File: config.mk
export PLATFORM = sky130hd
export DESIGN_NAME = jtb_tap_top
export DESIGN_NICKNAME = d
export VERILOG_FILES = /design/src/jtb_pkg.sv /design/src/jtb_sync.sv /design/src/jtb_tap_top.sv
export SDC_FILE = /design/constraint.sdc
export NUM_CORES = 1
export LEC_CHECK = 0
export BUFFER_PORTS_ARGS = -buffer_cell sky130_fd_sc_hd__buf_2
export CAP_MARGIN = 20
export CORE_AREA = 2 2 95 97
export CTS_BUF_LIST = sky130_fd_sc_hd__clkbuf_16
export DETAILED_ROUTE_END_ITERATION = 16
export DIE_AREA = 0 0 97 99
export PLACE_DENSITY = 0.82
export SLEW_MARGIN = 20
export SYNTH_ARGS = -nofsm -noshare
export SYNTH_HDL_FRONTEND = slang
export SYNTH_SLANG_ARGS = --single-unit
File: constraint.sdc
create_clock -name CORE_CLK -period 2.65 [get_ports CORE_CLK]
set_input_delay 0.6625 -clock CORE_CLK [delete_from_list [all_inputs] [get_ports CORE_CLK]]
set_output_delay 0.6625 -clock CORE_CLK [all_outputs]
set_load 0.01 [all_outputs]
File: src/jtb_pkg.sv
// jtb_pkg: shared types and constants of the boundary-scan test port.
// assumes: nothing beyond a SystemVerilog compiler.
package jtb_pkg;

  // ---------------------------------------------------------------
  // controller states and data paths
  // ---------------------------------------------------------------
  typedef enum logic [3:0] {
    ST_RESET, ST_IDLE,
    ST_SEL_DR, ST_CAP_DR, ST_SH_DR, ST_EX1_DR, ST_PAU_DR, ST_EX2_DR, ST_UPD_DR,
    ST_SEL_IR, ST_CAP_IR, ST_SH_IR, ST_EX1_IR, ST_PAU_IR, ST_EX2_IR, ST_UPD_IR
  } jtb_state_t;

  typedef enum logic [1:0] {PATH_BYP, PATH_ID, PATH_BSR} jtb_path_t;

  // test pins as they arrive, and their idle values
  typedef struct packed {
    logic tck;
    logic tms;
    logic tdi;
    logic trst_n;
  } jtb_pins_t;

  localparam jtb_pins_t PINS_IDLE = '{tck: 1'b0, tms: 1'b1, tdi: 1'b0, trst_n: 1'b1};

  // ---------------------------------------------------------------
  // instruction register
  // ---------------------------------------------------------------
  localparam int        IR_W       = 4;
  localparam logic [3:0] IR_EXTEST  = 4'h0;
  localparam logic [3:0] IR_SAMPLE  = 4'h1;
  localparam logic [3:0] IR_IDCODE  = 4'h2;
  localparam logic [3:0] IR_HIZ     = 4'h3;
  localparam logic [3:0] IR_BYPASS  = 4'hf;
  localparam logic [3:0] IR_CAPTURE = 4'h1;

  // ---------------------------------------------------------------
  // identification word layout
  // ---------------------------------------------------------------
  localparam int         ID_W        = 32;
  localparam int         ID_VER_LSB  = 28;
  localparam int         ID_PART_LSB = 12;
  localparam int         ID_MFR_LSB  = 1;
  localparam logic [0:0] ID_MARK     = 1'h1;

  // tap reset tms count
  localparam logic [2:0] TMS_RESET_CNT = 3'h5;

endpackage

File: src/jtb_sync.sv
// jtb_sync: two-stage synchroniser for a group of asynchronous inputs.
// assumes: inputs change independently of clk; only the second stage is read.
`timescale 1ns/100ps
module jtb_sync #(
  parameter int         W   = 1,
  parameter logic [W-1:0] RST = '0
) (
  input  wire logic         clk,
  input  wire logic         rst_n,
  input  wire logic [W-1:0] d,
  output logic      [W-1:0] q
);

  typedef struct packed {
    logic [W-1:0] s1;
    logic [W-1:0] s2;
  } jtb_sync_t;

  jtb_sync_t r_reg;
  jtb_sync_t r_next;

  always_comb begin
    r_next    = r_reg;
    r_next.s1 = d;
    r_next.s2 = r_reg.s1;
  end

  always_ff @(posedge clk or negedge rst_n) begin
    if (!rst_n) begin
      r_reg <= '{s1: RST, s2: RST};
    end else begin
      r_reg <= r_next;
    end
  end

  assign q = r_reg.s2;

endmodule

File: src/jtb_tap_top.sv
// jtb_tap_top: boundary-scan test access port of the memory buffer.
// assumes: test pins and PIN_IN are asynchronous to CORE_CLK and are
// synchronised here; CORE_OUT and CORE_OE come from core logic on CORE_CLK.
// test clock must run far slower than CORE_CLK (edges found by sampling).
`timescale 1ns/100ps
module jtb_tap_top #(
  parameter int           N_IN     = 8,
  parameter int           N_OUT    = 8,
  parameter logic [3:0]   ID_VER   = 4'h1,     // arbitrary value
  parameter logic [15:0]  ID_PART  = 16'h0a1c, // arbitrary value
  parameter logic [10:0]  ID_MFR   = 11'h12d   // arbitrary value
) (
  input  wire logic             CORE_CLK,
  input  wire logic             NRST,
  input  wire logic             TCK,
  input  wire logic             TMS,
  input  wire logic             TDI,
  input  wire logic             TRST_N,
  output logic                  TDO,
  output logic                  TDO_OE,
  input  wire logic [N_IN-1:0]  PIN_IN,
  output logic      [N_IN-1:0]  CORE_IN,
  input  wire logic [N_OUT-1:0] CORE_OUT,
  input  wire logic             CORE_OE,
  output logic      [N_OUT-1:0] PIN_OUT,
  output logic                  PIN_OE,
  output logic                  TAP_READY
);

  // ---------------------------------------------------------------
  // boundary layout: inputs low, outputs above, enable cell on top
  // ---------------------------------------------------------------
  localparam int BSR_L  = N_IN + N_OUT + 1;
  localparam int OUT_LO = N_IN;
  localparam int OE_BIT = BSR_L - 1;

  typedef struct packed {
    jtb_pkg::jtb_state_t state;
    logic                tck_d;
    logic [3:0]          ir_sh;
    logic [3:0]          ir;
    logic                byp;
    logic [31:0]         id_sh;
    logic [BSR_L-1:0]    bsr_sh;
    logic [BSR_L-1:0]    bsr_up;
    logic                tdo;
    logic                tdo_oe;
    logic [N_OUT-1:0]    pin_out;
    logic                pin_oe;
    logic [N_IN-1:0]     core_in;
    logic                ready;
  } jtb_core_t;

  jtb_core_t r_reg;
  jtb_core_t r_next;

  // ---------------------------------------------------------------
  // input synchronisers
  // ---------------------------------------------------------------
  jtb_pkg::jtb_pins_t pins_s;
  logic [3:0]         pins_q;
  logic [N_IN-1:0]    pin_s;

  jtb_sync #(
    .W   (4),
    .RST (jtb_pkg::PINS_IDLE)
  ) u_test_sync (
    .clk   (CORE_CLK),
    .rst_n (NRST),
    .d     ({TCK, TMS, TDI, TRST_N}),
    .q     (pins_q)
  );

  jtb_sync #(
    .W   (N_IN),
    .RST ('0)
  ) u_pin_sync (
    .clk   (CORE_CLK),
    .rst_n (NRST),
    .d     (PIN_IN),
    .q     (pin_s)
  );

  assign pins_s = jtb_pkg::jtb_pins_t'(pins_q);

  logic tck_rise;
  logic tck_fall;
  assign tck_rise = pins_s.tck & ~r_reg.tck_d;
  assign tck_fall = ~pins_s.tck & r_reg.tck_d;

  // ---------------------------------------------------------------
  // controller next state
  // ---------------------------------------------------------------
  function automatic jtb_pkg::jtb_state_t next_st(input jtb_pkg::jtb_state_t s, input logic tms);
    jtb_pkg::jtb_state_t n;
    n = s;
    unique case (s)
      jtb_pkg::ST_RESET:  n = tms ? jtb_pkg::ST_RESET  : jtb_pkg::ST_IDLE;
      jtb_pkg::ST_IDLE:   n = tms ? jtb_pkg::ST_SEL_DR : jtb_pkg::ST_IDLE;
      jtb_pkg::ST_SEL_DR: n = tms ? jtb_pkg::ST_SEL_IR : jtb_pkg::ST_CAP_DR;
      jtb_pkg::ST_CAP_DR: n = tms ? jtb_pkg::ST_EX1_DR : jtb_pkg::ST_SH_DR;
      jtb_pkg::ST_SH_DR:  n = tms ? jtb_pkg::ST_EX1_DR : jtb_pkg::ST_SH_DR;
      jtb_pkg::ST_EX1_DR: n = tms ? jtb_pkg::ST_UPD_DR : jtb_pkg::ST_PAU_DR;
      jtb_pkg::ST_PAU_DR: n = tms ? jtb_pkg::ST_EX2_DR : jtb_pkg::ST_PAU_DR;
      jtb_pkg::ST_EX2_DR: n = tms ? jtb_pkg::ST_UPD_DR : jtb_pkg::ST_SH_DR;
      jtb_pkg::ST_UPD_DR: n = tms ? jtb_pkg::ST_SEL_DR : jtb_pkg::ST_IDLE;
      jtb_pkg::ST_SEL_IR: n = tms ? jtb_pkg::ST_RESET  : jtb_pkg::ST_CAP_IR;
      jtb_pkg::ST_CAP_IR: n = tms ? jtb_pkg::ST_EX1_IR : jtb_pkg::ST_SH_IR;
      jtb_pkg::ST_SH_IR:  n = tms ? jtb_pkg::ST_EX1_IR : jtb_pkg::ST_SH_IR;
      jtb_pkg::ST_EX1_IR: n = tms ? jtb_pkg::ST_UPD_IR : jtb_pkg::ST_PAU_IR;
      jtb_pkg::ST_PAU_IR: n = tms ? jtb_pkg::ST_EX2_IR : jtb_pkg::ST_PAU_IR;
      jtb_pkg::ST_EX2_IR: n = tms ? jtb_pkg::ST_UPD_IR : jtb_pkg::ST_SH_IR;
      jtb_pkg::ST_UPD_IR: n = tms ? jtb_pkg::ST_SEL_DR : jtb_pkg::ST_IDLE;
    endcase
    return n;
  endfunction

  // ---------------------------------------------------------------
  // instruction decode
  // ---------------------------------------------------------------
  jtb_pkg::jtb_path_t sel;
  logic               extest;
  logic               hiz;
  logic               dr_lsb;

  always_comb begin
    unique case (r_reg.ir)
      jtb_pkg::IR_EXTEST: sel = jtb_pkg::PATH_BSR;
      jtb_pkg::IR_SAMPLE: sel = jtb_pkg::PATH_BSR;
      jtb_pkg::IR_IDCODE: sel = jtb_pkg::PATH_ID;
      default:            sel = jtb_pkg::PATH_BYP;
    endcase
  end

  assign extest = (r_reg.ir == jtb_pkg::IR_EXTEST);
  assign hiz    = (r_reg.ir == jtb_pkg::IR_HIZ);

  always_comb begin
    unique case (sel)
      jtb_pkg::PATH_BSR: dr_lsb = r_reg.bsr_sh[0];
      jtb_pkg::PATH_ID:  dr_lsb = r_reg.id_sh[0];
      jtb_pkg::PATH_BYP: dr_lsb = r_reg.byp;
      default:           dr_lsb = r_reg.byp;
    endcase
  end

  logic [31:0] id_word;
  assign id_word = {ID_VER, ID_PART, ID_MFR, jtb_pkg::ID_MARK};

  // ---------------------------------------------------------------
  // register update
  // ---------------------------------------------------------------
  always_comb begin
    r_next       = r_reg;
    r_next.tck_d = pins_s.tck;
    if (tck_rise) begin
      r_next.state = next_st(r_reg.state, pins_s.tms);
      if (r_reg.state == jtb_pkg::ST_RESET) begin
        r_next.ir = jtb_pkg::IR_IDCODE;
      end
      if (r_reg.state == jtb_pkg::ST_CAP_IR) begin
        r_next.ir_sh = jtb_pkg::IR_CAPTURE;
      end
      if (r_reg.state == jtb_pkg::ST_SH_IR) begin
        r_next.ir_sh = {pins_s.tdi, r_reg.ir_sh[3:1]};
      end
      if (r_reg.state == jtb_pkg::ST_UPD_IR) begin
        r_next.ir = r_reg.ir_sh;
      end
      // only the selected register moves; the rest hold
      if (r_reg.state == jtb_pkg::ST_CAP_DR) begin
        unique case (sel)
          jtb_pkg::PATH_BYP: r_next.byp = 1'b0;
          jtb_pkg::PATH_ID:  r_next.id_sh = id_word;
          jtb_pkg::PATH_BSR: r_next.bsr_sh = {CORE_OE, CORE_OUT, pin_s};
        endcase
      end
      if (r_reg.state == jtb_pkg::ST_SH_DR) begin
        unique case (sel)
          jtb_pkg::PATH_BYP: r_next.byp = pins_s.tdi;
          jtb_pkg::PATH_ID:  r_next.id_sh = {pins_s.tdi, r_reg.id_sh[31:1]};
          jtb_pkg::PATH_BSR: r_next.bsr_sh = {pins_s.tdi, r_reg.bsr_sh[BSR_L-1:1]};
        endcase
      end
      if (r_reg.state == jtb_pkg::ST_UPD_DR && sel == jtb_pkg::PATH_BSR) begin
        r_next.bsr_up = r_reg.bsr_sh;
      end
      // exit and pause states touch no register
    end
    if (tck_fall) begin
      // output changes on the falling edge so the tester samples a settled bit
      r_next.tdo    = (r_reg.state == jtb_pkg::ST_SH_DR) ? dr_lsb : r_reg.ir_sh[0];
      r_next.tdo_oe = (r_reg.state == jtb_pkg::ST_SH_DR) || (r_reg.state == jtb_pkg::ST_SH_IR);
    end
    if (!pins_s.trst_n) begin
      r_next.state = jtb_pkg::ST_RESET;
      r_next.ir    = jtb_pkg::IR_IDCODE;
    end
    // core may use the memory only after a tap reset has been seen
    r_next.ready   = r_reg.ready | (r_next.state == jtb_pkg::ST_RESET);
    r_next.pin_out = extest ? r_reg.bsr_up[OE_BIT-1:OUT_LO] : CORE_OUT;
    r_next.pin_oe  = hiz ? 1'b0 : (extest ? r_reg.bsr_up[OE_BIT] : CORE_OE);
    r_next.core_in = extest ? r_reg.bsr_up[N_IN-1:0] : pin_s;
  end

  // no tap reset on power-up: core reset parks the controller in idle and loads IR_IDCODE into the instruction register
  always_ff @(posedge CORE_CLK or negedge NRST) begin
    if (!NRST) begin
      r_reg         <= '0;
      r_reg.state   <= jtb_pkg::ST_IDLE;
      r_reg.ir      <= jtb_pkg::IR_IDCODE;
    end else begin
      r_reg <= r_next;
    end
  end

  assign TDO       = r_reg.tdo;
  assign TDO_OE    = r_reg.tdo_oe;
  assign PIN_OUT   = r_reg.pin_out;
  assign PIN_OE    = r_reg.pin_oe;
  assign CORE_IN   = r_reg.core_in;
  assign TAP_READY = r_reg.ready;

  // ---------------------------------------------------------------
  // checks
  // ---------------------------------------------------------------
  logic [2:0] tms_cnt_reg;

  always_ff @(posedge CORE_CLK or negedge NRST) begin
    if (!NRST) begin
      tms_cnt_reg <= 3'h0;
    end else if (tck_rise) begin
      if (!pins_s.tms) begin
        tms_cnt_reg <= 3'h0;
      end else if (tms_cnt_reg != jtb_pkg::TMS_RESET_CNT) begin
        tms_cnt_reg <= tms_cnt_reg + 3'h1;
      end
    end
  end
endmodule

==> run_results.csv <==
group,metric,value,unit
setup_path,worst_path_most_repeated_cell,"and3_1",
clock_tree,cts_buffers,17,
synthesis,synth_cells,388,
route,ant_nets,0,
setup_path,end_kind,"register",
synthesis,synth_seq_cells,124,
route,drt-total-wl,9427,um
clock_tree,htree_num_levels,4,
synthesis,synth_seq_area_share,63.21,%
setup_path,critical_path_class,"reg -> reg",
cells_and_area,syn2layout_area_growth,15.41,%
synthesis,syn-num-nets,414,
power_and_ir_drop,p_per_area,768.1,nW/um2
route,vias,3151,
global_route,gr-total-overflow,0,
route,first_pass_iters,4,
route,post_drt_wl_per_cell,17.49,um
cells_and_area,fin_nets,444,
cells_and_area,fin_util,66.42,%
setup_path,cp.required,2.98,ns
setup_path,arrival,2.41,ns
clock_tree,clock-sinks,124,
setup_path,r2r_start,"r_reg[97]",
clock_tree,clk_pin_slew,0.06,ns
clock_tree,tritoncts,"built",
clock_tree,clockBufferDepth,2,
cells_and_area,antenna_cells,0,
sta,hold_violations,0,
setup_path,reg2reg_depth,4,
setup_path,cp-start-kind,"register",
setup_path,cpMaxStageDelayCell,"and3_1",
synthesis,avgSynthCellArea,12.68,um2
sta,worst_pin_slew,0.7570,ns
die,start_util,57.55,%
setup_path,worstPathMaxFanout,20,
setup_path,cp_cell_sequence,"nor2_1, and3_1, and3_1, a22o_1",
route,via_per_inst,5.846,
route,first_iter_violations,241,
sta,hold_ws,0.3321,ns
synthesis,synth_cell_type_count,46,
job,cap_violations,0,
clock_tree,cts_hold_buf,0,
global_route,antenna_found_initial,0,
die,rows,34,
clock_tree,root_buffer,"clkbuf_16",
placement,gp_congestion,0.7727,
global_route,grt_pass1_wl,16240,um
clock_tree,ctsResizeCount,0,
sta,rsz0062_at_grt,"false",
sta,min_period_over_period,78.32,%
clock_tree,post-cts-setup-buffers,0,
cells_and_area,drive_gt1_share,28.07,%
synthesis,synthesis.area,4921,um2
sta,tns,0,ns
synthesis,ys.warnings.count,0,
synthesis,synth_async_sr_flop_share,100.0,%
die,die_y,99,um
route,route.detailed.drc,0,
die,core,8551,um2
sta,clock_skew,0.009006,ns
sta,slew-limit-headroom,49.15,%
die,die_width,97,um
power_and_ir_drop,ir_drop,0.6674,mV
sta,slew_violations,0,
run_status,status,"finished clean",
global_route,grt_max_degree,125,
placement,io_buffers,42,
sta,fin_crit,2.076,ns
setup_path,critPathMaxStageDelay,0.65,ns
die,io_pins,43,
die,die_area,9603,um2
synthesis,synth_edf_count,0,
cells_and_area,most-common-layout-cells,"dfrtp_1 (118), buf_2 (41), mux2_2 (33)",
global_route,grt_pass1_vias,3273,
min_path,hold_path.class,"in -> async",
clock_tree,clk_latency,0.40,ns
power_and_ir_drop,leakage,0.002650,uW
placement,dp_hpwl,5575,um
cells_and_area,layout_commonest_cell,"dfrtp_1",
sta,setup_viol,0,
synthesis,yosys_most_used_dff,"dfrtp_1",
sta,max_freq,0.4818,GHz
global_route,grt_usage,21.60,%
setup_path,rrSetupSlack,0.57,ns
## synth_stat cells (5+ instances only)
master | number | area, um2
o22ai_1 | 18 | 112.6
nand3_1 | 10 | 50.05
nor2_1 | 23 | 86.33
buf_4 | 17 | 127.6
nand2_1 | 13 | 48.80
mux2_2 | 33 | 371.6
a21oi_1 | 22 | 110.1
o21ai_0 | 11 | 55.05
inv_1 | 9 | 33.78
dfstp_2 | 6 | 157.7
and3_1 | 5 | 31.28
o22a_1 | 12 | 105.1
a22o_1 | 25 | 219.0
buf_2 | 14 | 70.07
dfrtp_1 | 118 | 2953
clkbuf_1 | 5 | 18.77
## how the worst max path moves through the flow
| stage | startpoint | end | slack, ns | cells past startpoint |
|---|---|---|---|---|
| floorplan | r_reg[88] | r_reg[26] | 0.82 | 7 |
| detailed placement | r_reg[97] | register | 0.59 | 4 |
| finish | r_reg[97] | register | 0.57 | 4 |
| global route | r_reg[97] | register | 0.39 | 4 |
| global placement | r_reg[97] | register | 0.72 | 4 |
| CTS | r_reg[97] | register | 0.58 | 4 |
## per-stage QoR
step                      instance area, um2  power, uW  worst slack [ns]  cells
final                                   5679       4362            0.5744    539
after global placement                  5094       2129            0.7177    507
after detailed placement                5094       2137            0.5940    507
after global routing                    5679       4515            0.3858    539
after CTS                               5679       4395            0.5841    539
after floorplan                         4921       2068            0.8152    388
## cells by family (layout without fill, tap and decap cells)
| logic type | Yosys count | count (layout) | synth area share (%) |
|---|---|---|---|
| xor gates and xnor gates | 1 | 1 | 0.1780 |
| AOI/OAI and AO/OA | 103 | 103 | 14.57 |
| and+or+nand+nor | 74 | 74 | 7.603 |
| muxes | 34 | 34 | 7.755 |
| buffers and inverters | 49 | 92 | 5.924 |
| adders and majority gates | 3 | 3 | 0.7629 |
| DFF | 124 | 124 | 63.21 |
## report_power, final
group,total [uW],internal (uW),switching [uW]
clock network,2260,1460,799
registers,1970,1940,28.9
logic,134,52.9,80.9
total,4360,3450,909
## final cells by class
class                      instances  area (um2)
multi-input combinational        215        1521
timing repair buffer              51       292.8
clock buffer                      17       425.4
clock inverter                    15       160.2
sequential                       124        3110
inverter                           9       33.78
tap                              108       135.1
fill                             589        2872
## worst max-delay path, delay by kind of cell (launching register included)
family | cells | cell delay, ns
simple gates | 3 | 1.23
compound gates | 1 | 0.24
flops | 1 | 0.54
## routing by layer
metal / vias to the layer above / GRT usage [%] / routed length, um
met2: 108 / 34.29 / 4650
met5: - / 0 / 0
met1: 1574 / 28.22 / 4093
li1: 1448 / - / -
met3: 21 / 6.170 / 497
met4: 0 / 9.209 / 185
Power figures use the tool's default switching activity.
